### config.mk
export PLATFORM = sky130hd
export DESIGN_NAME = oipd_decoder
export DESIGN_NICKNAME = d
export VERILOG_FILES = /design/src/include/oipd_pkg.sv /design/src/include/oipd_if.sv /design/src/design/oipd_decoder.sv /design/src/design/oipd_postbyte_dec.sv
export SDC_FILE = /design/constraint.sdc
export NUM_CORES = 1
export LEC_CHECK = 0
export BUFFER_PORTS_ARGS = -buffer_cell sky130_fd_sc_hd__buf_4
export CAP_MARGIN = 20
export CORE_MARGIN = 4
export CORE_UTILIZATION = 53
export CTS_CLUSTER_SIZE = 30
export DETAILED_ROUTE_END_ITERATION = 7
export GPL_ROUTABILITY_DRIVEN = 0
export HOLD_SLACK_MARGIN = 0.08
export PLACE_DENSITY_LB_ADDON = 0.05
export SLEW_MARGIN = 20
export SYNTH_ARGS = -nofsm -noshare
export SYNTH_HDL_FRONTEND = slang
export SYNTH_SLANG_ARGS = --single-unit
export TNS_END_PERCENT = 10
### constraint.sdc
create_clock -name core_clk -period 7.24 [get_ports core_clk]
set_input_delay 0 -clock core_clk [delete_from_list [all_inputs] [get_ports core_clk]]
set_output_delay 0 -clock core_clk [all_outputs]
set_load 0.02 [all_outputs]
### src/include/oipd_pkg.sv
`default_nettype none

package oipd_pkg;

    // ========================================================
    // opcode pages
    localparam logic [7:0] SECOND_PAGE_PREFIX = 8'h10;
    localparam logic [7:0] THIRD_PAGE_PREFIX = 8'h11;

    typedef enum logic [1:0]
    {
        OIPD_PAGE_ONE = 2'h0,
        OIPD_PAGE_TWO = 2'h1,
        OIPD_PAGE_THREE = 2'h3
    } oipd_page_e;

    // ========================================================
    // postbyte fields
    localparam int PB_DIRECT_BIT = 7;
    localparam int PB_INDIRECT_BIT = 4;
    localparam int PB_REG_HI = 6;
    localparam int PB_REG_LO = 5;
    localparam logic [7:0] EXT_INDIRECT_CODE = 8'h9F;

    // low four bits of postbyte with bit 7 set
    localparam logic [3:0] LOW_INC1 = 4'h0;
    localparam logic [3:0] LOW_INC2 = 4'h1;
    localparam logic [3:0] LOW_DEC1 = 4'h2;
    localparam logic [3:0] LOW_DEC2 = 4'h3;
    localparam logic [3:0] LOW_ZERO = 4'h4;
    localparam logic [3:0] LOW_ACC_B = 4'h5;
    localparam logic [3:0] LOW_ACC_A = 4'h6;
    localparam logic [3:0] LOW_OFF8 = 4'h8;
    localparam logic [3:0] LOW_OFF16 = 4'h9;
    localparam logic [3:0] LOW_ACC_D = 4'hB;
    localparam logic [3:0] LOW_PC_REL8 = 4'hC;
    localparam logic [3:0] LOW_PC_REL16 = 4'hD;
    localparam logic [3:0] LOW_EXT = 4'hF;

    // base register select
    typedef enum logic [1:0]
    {
        OIPD_REG_X = 2'h0,
        OIPD_REG_Y = 2'h1,
        OIPD_REG_U = 2'h2,
        OIPD_REG_S = 2'h3
    } oipd_reg_e;

    // offset source
    typedef enum logic [2:0]
    {
        OIPD_OFS_NONE = 3'h0,
        OIPD_OFS_FIVE = 3'h1,
        OIPD_OFS_BYTE = 3'h2,
        OIPD_OFS_WORD = 3'h3,
        OIPD_OFS_ACC_A = 3'h4,
        OIPD_OFS_ACC_B = 3'h5,
        OIPD_OFS_ACC_D = 3'h6
    } oipd_ofs_e;

    // auto step: signed adjustment to the base register
    localparam logic [2:0] STEP_NONE = 3'h0;
    localparam logic [2:0] STEP_POST_INC1 = 3'h1;
    localparam logic [2:0] STEP_POST_INC2 = 3'h2;
    localparam logic [2:0] STEP_PRE_DEC1 = 3'h3;
    localparam logic [2:0] STEP_PRE_DEC2 = 3'h4;

    // ========================================================
    // cycle and byte costs
    localparam logic [3:0] CYC_ZERO = 4'h0;
    localparam logic [3:0] CYC_FIVE_BIT = 4'h1;
    localparam logic [3:0] CYC_OFF8 = 4'h1;
    localparam logic [3:0] CYC_OFF16 = 4'h4;
    localparam logic [3:0] CYC_ACC_AB = 4'h1;
    localparam logic [3:0] CYC_ACC_D = 4'h4;
    localparam logic [3:0] CYC_STEP1 = 4'h2;
    localparam logic [3:0] CYC_STEP2 = 4'h3;
    localparam logic [3:0] CYC_STEP2_IND = 4'h6;
    localparam logic [3:0] CYC_PC_REL8 = 4'h1;
    localparam logic [3:0] CYC_PC_REL16 = 4'h5;
    localparam logic [3:0] CYC_EXT_IND = 4'h5;
    localparam logic [3:0] CYC_IND_ADD = 4'h3;
    localparam logic [1:0] BYTES_NONE = 2'h0;
    localparam logic [1:0] BYTES_ONE = 2'h1;
    localparam logic [1:0] BYTES_TWO = 2'h2;
    localparam logic [5:0] BRANCH_TAKEN_ADD = 6'h01;

endpackage : oipd_pkg

`default_nettype wire

### src/include/oipd_if.sv
`timescale 1ns/1ns
`default_nettype none

// carries one decoded postbyte from the decoder leaf to the top
interface oipd_if;
    logic [7:0] postbyte;
    oipd_pkg::oipd_reg_e base_reg;
    logic use_pc;
    oipd_pkg::oipd_ofs_e ofs_src;
    logic [4:0] short_ofs;
    logic [2:0] step;
    logic indirect;
    logic ext_indirect;
    logic [3:0] extra_cycles;
    logic [1:0] extra_bytes;
    logic undefined;

    modport dec
    (
        input postbyte,
        output base_reg, use_pc, ofs_src, short_ofs, step, indirect,
        output ext_indirect, extra_cycles, extra_bytes, undefined
    );
    modport use_side
    (
        output postbyte,
        input base_reg, use_pc, ofs_src, short_ofs, step, indirect,
        input ext_indirect, extra_cycles, extra_bytes, undefined
    );
endinterface : oipd_if

`default_nettype wire

### src/design/oipd_decoder.sv
`timescale 1ns/1ns
`default_nettype none

// Function
// - byte 10 selects second opcode page
// - byte 11 selects third opcode page
// - taken long branch costs one more
// - indexed total is base plus postbyte extra
// - bits six and five pick X Y U S
// - zero offset adds nothing, bit4 indirect
// - bit7 clear: five-bit signed offset, one cycle
// - eight/sixteen bit offsets cost one/four
// - accumulator offsets A B one, D four
// - post increment one/two costs two/three
// - pre decrement one/two costs two/three
// - only step-two forms indirect, costing six
// - pc relative offsets cost one/five
// - extended indirect adds five cycles, two bytes
module oipd_decoder
(
    // clock and reset
    input wire logic core_clk,
    input wire logic rst,
    // opcode byte from the sequencer
    input wire logic opcode_valid,
    input wire logic [7:0] opcode_byte,
    // postbyte and cost figures from the sequencer
    input wire logic postbyte_valid,
    input wire logic [7:0] postbyte,
    input wire logic [5:0] base_cycles,
    input wire logic branch_taken,
    // decoded opcode
    output logic op_valid,
    output logic [7:0] op_code,
    output oipd_pkg::oipd_page_e op_page,
    output logic prefix_pending,
    // decoded postbyte
    output logic idx_valid,
    output oipd_pkg::oipd_reg_e idx_base_reg,
    output logic idx_use_pc,
    output oipd_pkg::oipd_ofs_e idx_ofs_src,
    output logic [4:0] idx_short_ofs,
    output logic [2:0] idx_step,
    output logic idx_indirect,
    output logic idx_ext_indirect,
    output logic [1:0] idx_extra_bytes,
    output logic idx_undefined,
    output logic [5:0] total_cycles
);
    // ========================================================
    // prefix tracking
    oipd_pkg::oipd_page_e page_reg, page_next;
    wire logic is_p2 = opcode_byte == oipd_pkg::SECOND_PAGE_PREFIX;
    wire logic is_p3 = opcode_byte == oipd_pkg::THIRD_PAGE_PREFIX;
    // a prefix only counts on page one; a repeated prefix byte is taken
    // as a page opcode so the stream never stalls on prefix chains
    wire logic take_prefix = opcode_valid &&
        page_reg == oipd_pkg::OIPD_PAGE_ONE && (is_p2 || is_p3);

    always_comb
    begin
        page_next = page_reg;
        if (opcode_valid)
        begin
            if (take_prefix && is_p2)
                page_next = oipd_pkg::OIPD_PAGE_TWO;
            else if (take_prefix)
                page_next = oipd_pkg::OIPD_PAGE_THREE;
            else
                page_next = oipd_pkg::OIPD_PAGE_ONE;
        end
    end

    always_ff @(posedge core_clk)
    begin
        if (rst)
        begin
            page_reg <= oipd_pkg::OIPD_PAGE_ONE;
            prefix_pending <= 1'b0;
            op_valid <= 1'b0;
            op_code <= 8'h00;
            op_page <= oipd_pkg::OIPD_PAGE_ONE;
        end
        else
        begin
            page_reg <= page_next;
            prefix_pending <= page_next != oipd_pkg::OIPD_PAGE_ONE;
            op_valid <= opcode_valid && !take_prefix;
            if (opcode_valid && !take_prefix)
            begin
                op_code <= opcode_byte;
                op_page <= page_reg;
            end
        end
    end

    // ========================================================
    // postbyte decode
    oipd_if pb_bus ();
    assign pb_bus.postbyte = postbyte;
    oipd_postbyte_dec u_dec
    (
        .pb(pb_bus)
    );

    // base count, extra from postbyte, one more for a taken branch
    wire logic [5:0] cyc_sum = base_cycles +
        (postbyte_valid ? {2'h0, pb_bus.extra_cycles} : 6'h00) +
        (branch_taken ? oipd_pkg::BRANCH_TAKEN_ADD : 6'h00);

    always_ff @(posedge core_clk)
    begin
        if (rst)
        begin
            idx_valid <= 1'b0;
            idx_base_reg <= oipd_pkg::OIPD_REG_X;
            idx_use_pc <= 1'b0;
            idx_ofs_src <= oipd_pkg::OIPD_OFS_NONE;
            idx_short_ofs <= 5'h00;
            idx_step <= oipd_pkg::STEP_NONE;
            idx_indirect <= 1'b0;
            idx_ext_indirect <= 1'b0;
            idx_extra_bytes <= oipd_pkg::BYTES_NONE;
            idx_undefined <= 1'b0;
            total_cycles <= 6'h00;
        end
        else
        begin
            idx_valid <= postbyte_valid;
            total_cycles <= cyc_sum;
            if (postbyte_valid)
            begin
                idx_base_reg <= pb_bus.base_reg;
                idx_use_pc <= pb_bus.use_pc;
                idx_ofs_src <= pb_bus.ofs_src;
                idx_short_ofs <= pb_bus.short_ofs;
                idx_step <= pb_bus.step;
                idx_indirect <= pb_bus.indirect;
                idx_ext_indirect <= pb_bus.ext_indirect;
                idx_extra_bytes <= pb_bus.extra_bytes;
                idx_undefined <= pb_bus.undefined;
            end
        end
    end

    // ========================================================
    // checks
    property p_page_two;
        @(posedge core_clk) disable iff (rst)
        (opcode_valid && is_p2 && page_reg == oipd_pkg::OIPD_PAGE_ONE)
        ##1 (opcode_valid && !is_p2 && !is_p3)
        |=> (op_valid && op_page == oipd_pkg::OIPD_PAGE_TWO);
    endproperty
    a_page_two: assert property (p_page_two)
        else $error("second page not applied");

    property p_page_three;
        @(posedge core_clk) disable iff (rst)
        (opcode_valid && is_p3 && page_reg == oipd_pkg::OIPD_PAGE_ONE)
        |=> (!op_valid && page_reg == oipd_pkg::OIPD_PAGE_THREE);
    endproperty
    a_page_three: assert property (p_page_three)
        else $error("third page prefix not held");

    property p_branch;
        @(posedge core_clk) disable iff (rst)
        (branch_taken && !postbyte_valid)
        |=> total_cycles == $past(base_cycles) + 6'h01;
    endproperty
    a_branch: assert property (p_branch)
        else $error("taken branch count wrong");

    property p_total;
        @(posedge core_clk) disable iff (rst)
        (postbyte_valid && !branch_taken)
        |=> total_cycles == $past(base_cycles) + {2'h0, $past(
            pb_bus.extra_cycles)};
    endproperty
    a_total: assert property (p_total)
        else $error("indexed total wrong");

    property p_five_bit;
        @(posedge core_clk) disable iff (rst)
        (postbyte_valid && !postbyte[7]) |=>
        (idx_ofs_src == oipd_pkg::OIPD_OFS_FIVE && !idx_indirect &&
         idx_extra_bytes == 2'h0);
    endproperty
    a_five_bit: assert property (p_five_bit)
        else $error("five bit form wrong");

    property p_step1_undef;
        @(posedge core_clk) disable iff (rst)
        (postbyte_valid && postbyte[7] && postbyte[4] &&
         (postbyte[3:0] == 4'h0 || postbyte[3:0] == 4'h2))
        |=> idx_undefined;
    endproperty
    a_step1_undef: assert property (p_step1_undef)
        else $error("indirect single step not flagged");

    property p_ext;
        @(posedge core_clk) disable iff (rst)
        (postbyte_valid && postbyte == 8'h9F && !branch_taken) |=>
        (idx_ext_indirect && idx_extra_bytes == 2'h2 &&
         total_cycles == $past(base_cycles) + 6'h05);
    endproperty
    a_ext: assert property (p_ext)
        else $error("extended indirect wrong");

    property p_off16;
        @(posedge core_clk) disable iff (rst)
        (postbyte_valid && postbyte[7] && !postbyte[4] &&
         postbyte[3:0] == 4'h9 && !branch_taken) |=>
        (total_cycles == $past(base_cycles) + 6'h04 &&
         idx_base_reg == oipd_pkg::oipd_reg_e'($past(postbyte[6:5])));
    endproperty
    a_off16: assert property (p_off16)
        else $error("sixteen bit offset wrong");

    c_page_two: cover property (@(posedge core_clk)
        op_valid && op_page == oipd_pkg::OIPD_PAGE_TWO);
    c_indirect: cover property (@(posedge core_clk)
        idx_valid && idx_indirect && !idx_undefined);
    c_undef: cover property (@(posedge core_clk)
        idx_valid && idx_undefined);

endmodule : oipd_decoder

`default_nettype wire

### src/design/oipd_postbyte_dec.sv
`timescale 1ns/1ns
`default_nettype none

module oipd_postbyte_dec
(
    oipd_if.dec pb
);
    wire logic [7:0] p = pb.postbyte;
    wire logic direct_form = p[oipd_pkg::PB_DIRECT_BIT];
    wire logic ind = p[oipd_pkg::PB_INDIRECT_BIT];
    wire logic [3:0] low = p[3:0];
    wire logic is_ext = (p == oipd_pkg::EXT_INDIRECT_CODE);
    wire logic is_pc_rel = direct_form &&
        (low == oipd_pkg::LOW_PC_REL8 || low == oipd_pkg::LOW_PC_REL16);

    // ========================================================
    // field decode
    // register field is meaningless for relative and extended forms
    assign pb.base_reg = oipd_pkg::oipd_reg_e'(p[6:5]);
    assign pb.use_pc = is_pc_rel;
    assign pb.ext_indirect = is_ext;
    assign pb.short_ofs = p[4:0];
    // five-bit form has no indirect variant
    assign pb.indirect = direct_form && ind;

    logic [2:0] ofs;
    logic [2:0] stp;
    logic [3:0] cyc;
    logic [1:0] byt;
    logic undef;

    always_comb
    begin
        ofs = oipd_pkg::OIPD_OFS_NONE;
        stp = oipd_pkg::STEP_NONE;
        cyc = oipd_pkg::CYC_ZERO;
        byt = oipd_pkg::BYTES_NONE;
        undef = 1'b0;
        if (!direct_form)
        begin
            ofs = oipd_pkg::OIPD_OFS_FIVE;
            cyc = oipd_pkg::CYC_FIVE_BIT;
        end
        else
        begin
            unique case (low)
                oipd_pkg::LOW_ZERO: cyc = oipd_pkg::CYC_ZERO;
                oipd_pkg::LOW_OFF8:
                begin
                    ofs = oipd_pkg::OIPD_OFS_BYTE;
                    cyc = oipd_pkg::CYC_OFF8;
                    byt = oipd_pkg::BYTES_ONE;
                end
                oipd_pkg::LOW_OFF16:
                begin
                    ofs = oipd_pkg::OIPD_OFS_WORD;
                    cyc = oipd_pkg::CYC_OFF16;
                    byt = oipd_pkg::BYTES_TWO;
                end
                oipd_pkg::LOW_ACC_A:
                begin
                    ofs = oipd_pkg::OIPD_OFS_ACC_A;
                    cyc = oipd_pkg::CYC_ACC_AB;
                end
                oipd_pkg::LOW_ACC_B:
                begin
                    ofs = oipd_pkg::OIPD_OFS_ACC_B;
                    cyc = oipd_pkg::CYC_ACC_AB;
                end
                oipd_pkg::LOW_ACC_D:
                begin
                    ofs = oipd_pkg::OIPD_OFS_ACC_D;
                    cyc = oipd_pkg::CYC_ACC_D;
                end
                oipd_pkg::LOW_INC1:
                begin
                    stp = oipd_pkg::STEP_POST_INC1;
                    cyc = oipd_pkg::CYC_STEP1;
                    undef = ind;
                end
                oipd_pkg::LOW_INC2:
                begin
                    stp = oipd_pkg::STEP_POST_INC2;
                    cyc = oipd_pkg::CYC_STEP2;
                end
                oipd_pkg::LOW_DEC1:
                begin
                    stp = oipd_pkg::STEP_PRE_DEC1;
                    cyc = oipd_pkg::CYC_STEP1;
                    undef = ind;
                end
                oipd_pkg::LOW_DEC2:
                begin
                    stp = oipd_pkg::STEP_PRE_DEC2;
                    cyc = oipd_pkg::CYC_STEP2;
                end
                oipd_pkg::LOW_PC_REL8:
                begin
                    ofs = oipd_pkg::OIPD_OFS_BYTE;
                    cyc = oipd_pkg::CYC_PC_REL8;
                    byt = oipd_pkg::BYTES_ONE;
                end
                oipd_pkg::LOW_PC_REL16:
                begin
                    ofs = oipd_pkg::OIPD_OFS_WORD;
                    cyc = oipd_pkg::CYC_PC_REL16;
                    byt = oipd_pkg::BYTES_TWO;
                end
                oipd_pkg::LOW_EXT:
                begin
                    ofs = oipd_pkg::OIPD_OFS_WORD;
                    cyc = oipd_pkg::CYC_EXT_IND;
                    byt = oipd_pkg::BYTES_TWO;
                    undef = !is_ext;
                end
                default: undef = 1'b1;
            endcase
            // indirection adds a pointer fetch; step-by-two is its own cost
            if (ind && !undef)
            begin
                if (stp == oipd_pkg::STEP_POST_INC2 ||
                    stp == oipd_pkg::STEP_PRE_DEC2)
                    cyc = oipd_pkg::CYC_STEP2_IND;
                else if (!is_ext)
                    cyc = cyc + oipd_pkg::CYC_IND_ADD;
            end
        end
    end

    assign pb.ofs_src = oipd_pkg::oipd_ofs_e'(ofs);
    assign pb.step = stp;
    assign pb.extra_cycles = cyc;
    assign pb.extra_bytes = byt;
    assign pb.undefined = undef;

endmodule : oipd_postbyte_dec

`default_nettype wire

* Yosys cells after proc, flatten, opt, wreduce, memory -nomap -nowiden *
Index checks and enable logic that the tools add are counted.
W data, S select, Z words.

operators by class
  $add $sub $neg = 3
  equal/unequal tests = 17
  muxes and demuxes = 21
  reduce and logical (&&, ||, !) cells = 24

operators with widths
  cell                   number
  $pmux W3 S5            2
  $eq A4 B4 Y1 const B   6
  $mux W4                6
  $eq A8 B5 Y1 const B   2
  $eq A4 B3 Y1 const B   3
  $pmux W3 S4            1
  $reduce_or A10 Y1      1
  $reduce_or A2 Y1       5
  $mux W3                3
  $eq A4 B2 Y1 const B   2
  $eq A8 B8 Y1 const B   1
  $mux W2                4
  $logic_and A1 B1 Y1    7
  $add A6 B1 Y6          1
  $add A6 B4 Y6          1
  $add A4 B2 Y4 const B  1
  $eq A4 B1 Y1 const B   1
  $logic_not A4 Y1       1
  $pmux W2 S2            1
  $reduce_or A4 Y1       1
  $eq A3 B2 Y1 const B   1
  $eq A3 B3 Y1 const B   1
  $logic_not A1 Y1       3
  $logic_or A1 B1 Y1     3
  other kinds (5)        7

word-level totals
  flip-flop bits (word level) = 40
  input port bits = 27
  output and inout port bits = 38
  word-level logic and storage cells = 81

* Longest topological paths before layout *
  depth in word-level cells = 12
  mapped depth = 15
  mapped depth without buffers = 14

* Cells and area by module *
From an unflattened synthesis, not the netlist that was laid out.

unflattened totals
  cells, all modules = 225
  area total of the unflattened synthesis = 2057.0 µm²

by module, submodules not included
  module             times used  cells an instance  area each (µm²)  seq. area each (µm²)
  oipd_decoder       1           147                1544.0           800.8
  oipd_postbyte_dec  1           78                 513.0            0.0

* Worst setup path after synthesis *
No wires, ideal clock.

  kind = input to register
  start point = in postbyte[3]
  end point = reg total_cycles[4]
  library setup time = 0.132 ns
  data arrival time = 2.272 ns
  required time = 7.108 ns
  path slack = 4.836 ns
  stages = 13
  path buffers = 2
  cells stage by stage = buf_2 buf_4 nand3b_1 a21oi_1 a31oi_1 ha_1 nand2b_1 a221o_1 fa_1 nor2b_1 o21ai_0 a21boi_0 nor3_1

on the way
  word-level cells in the longest chain between the ends = 12
  elaborated cells on any way between the ends = 40
  those cells by class = add/sub: 3; eq/ne: 15; mux: 11; reduce/logical: 11

RTL lines
  element                                                         line                      source
  start: declaration                                              oipd_decoder.sv:29        input wire logic [7:0] postbyte,
  $eq A4 B4 Y1, or another cell as far along                      oipd_postbyte_dec.sv:46   unique case (low)
  $reduce_or A4 Y1 (no line) or $reduce_or A2 Y1 (tied branches)  -
  $pmux W3 S5                                                     oipd_postbyte_dec.sv:46
  $mux W4                                                         oipd_postbyte_dec.sv:39   if (!direct_form)
  $add A4 B2 Y4                                                   oipd_postbyte_dec.sv:125  cyc = cyc + oipd_pkg::CYC_IND_ADD;
  $mux W4                                                         oipd_postbyte_dec.sv:124  else if (!is_ext)
  $mux W4                                                         oipd_postbyte_dec.sv:121  if (stp == oipd_pkg::STEP_POST_INC2 ||
  $mux W4 *                                                       oipd_postbyte_dec.sv:119  if (ind && !undef)
  $mux W4 *                                                       oipd_postbyte_dec.sv:39
  $mux W4 *                                                       oipd_decoder.sv:108       (postbyte_valid ? {2'h0, pb_bus.extra_cycles} : 6'h00) +
  $add A6 B4 Y6 *                                                 oipd_decoder.sv:107       wire logic [5:0] cyc_sum = base_cycles +
  $add A6 B1 Y6 *                                                 oipd_decoder.sv:108
  end signal: assignment                                          oipd_decoder.sv:130       total_cycles <= cyc_sum;
  end: declaration                                                oipd_decoder.sv:48        output logic [5:0] total_cycles

Mark *: on every way between the ends. The rest lies on a longest branch, timed or not. The select of a mux whose other input is x is not followed.
A chain may end at the register's enable or synchronous reset.

* Worst setup path after layout *
  start point = in postbyte[3]
  end point = reg total_cycles[5]

Same word-level chain as after synthesis.

==> flow_summary_export.csv <==
group,metric,value,unit
setup_path,r2r_cells,5,
synth,yosys.area_share.simple,22.8,%
cts,clkSinkCount,40,
grt,grt_usage,23.9,%
sta,period_needed,3.70,ns
synth,async_reset_ff_share,0,%
synth,synth.avg_cell_area,8.42,um^2
detailed_routing,wl_per_cell,13.8,um
min_path,worstHoldPathType,"in2reg",
setup_path,worstPathRequired,7.55,ns
grt,met3_usage,4.76,%
synth,synth.distinct_cells,50,
finish,fin_nets,358,
detailed_routing,wl,5120,um
setup_path,crit_end,"total_cycles[5]",
run,maxCapViolCount,0,
synth,synth-compound-area-share,16.0,%
synth,synthMuxAreaShare,6.75,%
finish,largest_reg_flops,8,
cts,clock_path_buffers,2,
setup_path,crit_path_start_kind,"primary input",
sta,fin_hold_ws,0.117,ns
synth,ys_seq_elements,40,
die,start_util,56.4,%
synth,synth_top_family_by_area,"simple AND/OR/NAND/NOR gates",
setup_path,max_stage_delay,0.58,ns
setup_path,worstSetupPathType,"in2reg",
sta,hold_viol_final,0,
detailed_routing,ant_nets,0,
sta,max_freq,271,MHz
synth,synthAdderAreaFrac,5.19,%
synth,synth_xor_area_share,0.909,%
setup_path,arrival,4.01,ns
sta,fin_setup_tns,0,ns
setup_path,reg2reg_to,"op_code[6]",
finish,syn2layout_area_growth,49.6,%
sta,tightest_slew,0.529,ns
grt,use_met1,31.8,%
detailed_routing,vias_per_cell,5.25,
placement,dpl.hpwl,3060,um
grt,grt.busiest_layer,"met2",
synth,syn_inst,229,
synth,synth_nets,262,
die,dieArea,0.00467,mm^2
die,core-area,0.00342,mm^2
placement,place_inst,323,
detailed_routing,drc,0,
setup_path,crit_path_end_kind,"register",
setup_path,r2r_slack,5.25,ns
detailed_routing,drtIter0Drc,164,
cts,cts-root-buf,"clkbuf_4",
die,ios,65,
cts,cts_htree_levels,2,
synth,synth_top_area_cell,"dfxtp_1",
power,power_density,176,mW/mm^2
finish,reg_top3,"op_code x8, total_cycles x6, idx_short_ofs x5",
synth,synthTopCellsByArea,"dfxtp_1, mux2i_1, nor2_1",
sta,post-route-period-util,51.0,%
synth,synth.top_cells.by_count,"dfxtp_1, nor2_1, a21oi_1, nand2_1, mux2i_1",
finish,fin_cells,372,
finish,drive_above_1_share,23.9,%
detailed_routing,first_pass_iters,4,
cts,tritoncts,"done",
cts,post_cts_resized,0,
cts,cts_setup_buffers,0,
setup_path,crit_start,"postbyte[3]",
grt,grt_pass1_wl,8490,um
setup_path,cpMaxStageDelayCell,"dlygate4sd3_1",
grt,antenna_found_initial,0,
detailed_routing,num_vias,1954,
grt,grt_overflow_total,0,
finish,top_register,"op_code",
die,dieWidth,68.3,um
sta,rsz0062_at_grt,"no",
cts,clkLatencyLatePin,0.35,ns
finish,final_util,84.4,%
finish,antennaDiodeCount,0,
placement,port_buffers,64,
outcome,status,"finished clean",
setup_path,r2r-start,"page_reg[0]",
cts,cts.clk_slew.worst_paths,0.13,ns
setup_path,cp_common_cell,"dlygate4sd3_1",
sta,setup_violations,0,
cts,hold_buffers,41,
cts,cts_buffers,5,
synth,netlist.area_leader.share,41.5,%
synth,yosysWarnings,0,
setup_path,crit_fanout,20,
power,ir_worst_vdd,0.137,mV
synth,yosysMostFrequentCell,"dfxtp_1",
setup_path,crit_chain,"dlygate4sd3_1, buf_4, nand3b_1, a21oi_1, a31oi_1, ha_1, nand2b_1, a221o_1, inv_1, ha_1, nor2b_1, o2111ai_1, nand4_1, dlygate4sd3_1, a21oi_1, dlygate4sd3_1",
grt,grt_start_max_net_pins,42,
synth,synth.cell_area,0.00193,mm^2
synth,synth-main-ff-cell,"dfxtp_1",
sta,clock_skew,0.000964,ns
grt,grt_use_met2,40.2,%
synth,synth-edff-count,0,
die,rows,21,
grt,grt_pass1_vias,1825,
power,p_leak,0.00130,uW
sta,slew_headroom,64.4,%
die,die_h,68.3,um
sta,slew_viol_final,0,
synth,synth.yosys.seq_area_share,41.5,%
-- worst min-delay path by stage --
stage	startpoint	endpoint	slack [ns]	cells past startpoint
2_1_floorplan	opcode_byte[1]	op_code[1]	0.14	2
3_3_place_gp	opcode_byte[5]	op_code[5]	0.24	3
3_5_place_dp	opcode_byte[5]	op_code[5]	0.25	3
4_1_cts	base_cycles[3]	total_cycles[4]	0.13	4
5_1_grt	base_cycles[2]	total_cycles[3]	0.15	4
6_report	base_cycles[3]	total_cycles[4]	0.12	4
-- through the flow --
| stage | setup WS (ns) | cell area, um^2 | total power (uW) |
|---|---|---|---|
| global route | 3.37 | 2880 | 527 |
| finish | 3.54 | 2880 | 507 |
| detailed placement | 4.79 | 2380 | 332 |
| floorplan | 4.84 | 1930 | 297 |
| CTS | 3.63 | 2880 | 504 |
| global placement | 4.87 | 2380 | 331 |
-- routing by layer --
layer  share of wire (%)  up-vias  wire length [um]
met2                  49       64              2490
met5                   0        -                 0
li1                    -      984                 -
met4                0.57        0                29
met3                 6.8        5               348
met1                  44      901              2260
-- worst max-delay path: cells and delay by family --
kind	cells	cell delay, ns
buffers and inverters	5	1.93
AOI/OAI and AO/OA	5	0.95
and+or+nand+nor	4	0.63
adders and majority gates	2	0.49
-- layout make-up --
type	count	area, um^2
Clock buffer	6	51.3
Clock inverter	2	38.8
Fill cell	213	532
Inverter	13	48.8
Multi-Input combinational cell	160	996
Sequential cell	40	801
Tap cell	46	57.6
Timing Repair Buffer	105	891
-- cells by family after synthesis --
family	count (synthesis)
AOI/OAI and AO/OA	48
xor gates and xnor gates	2
adders and majority gates	7
buffers and inverters	29
DFF	40
muxes	13
and+or+nand+nor	90
-- placed cells by master, fill, tap and decap left out, types with 3 or more instances in the layout --
cell / n
dlygate4sd3_1: 41
a21oi_1: 20
nand2b_1: 5
o21ai_0: 7
nand2_1: 20
clkbuf_4: 5
dfxtp_1: 40
and3_1: 3
nor2b_1: 3
a31oi_1: 3
nor2_1: 32
buf_4: 64
nor3_1: 7
ha_1: 4
inv_1: 12
nand3_1: 4
nand4_1: 3
mux2i_1: 13
a22oi_1: 3
-- power breakdown --
group          switching (uW)  leakage [uW]  internal (uW)  total [uW]
logic                    56.6      0.000923           55.4         112
clock network            77.1     0.0000484           82.8         160
registers                4.35      0.000328            231         235
total                     138       0.00130            369         507
Power figures use the tool's default switching activity.
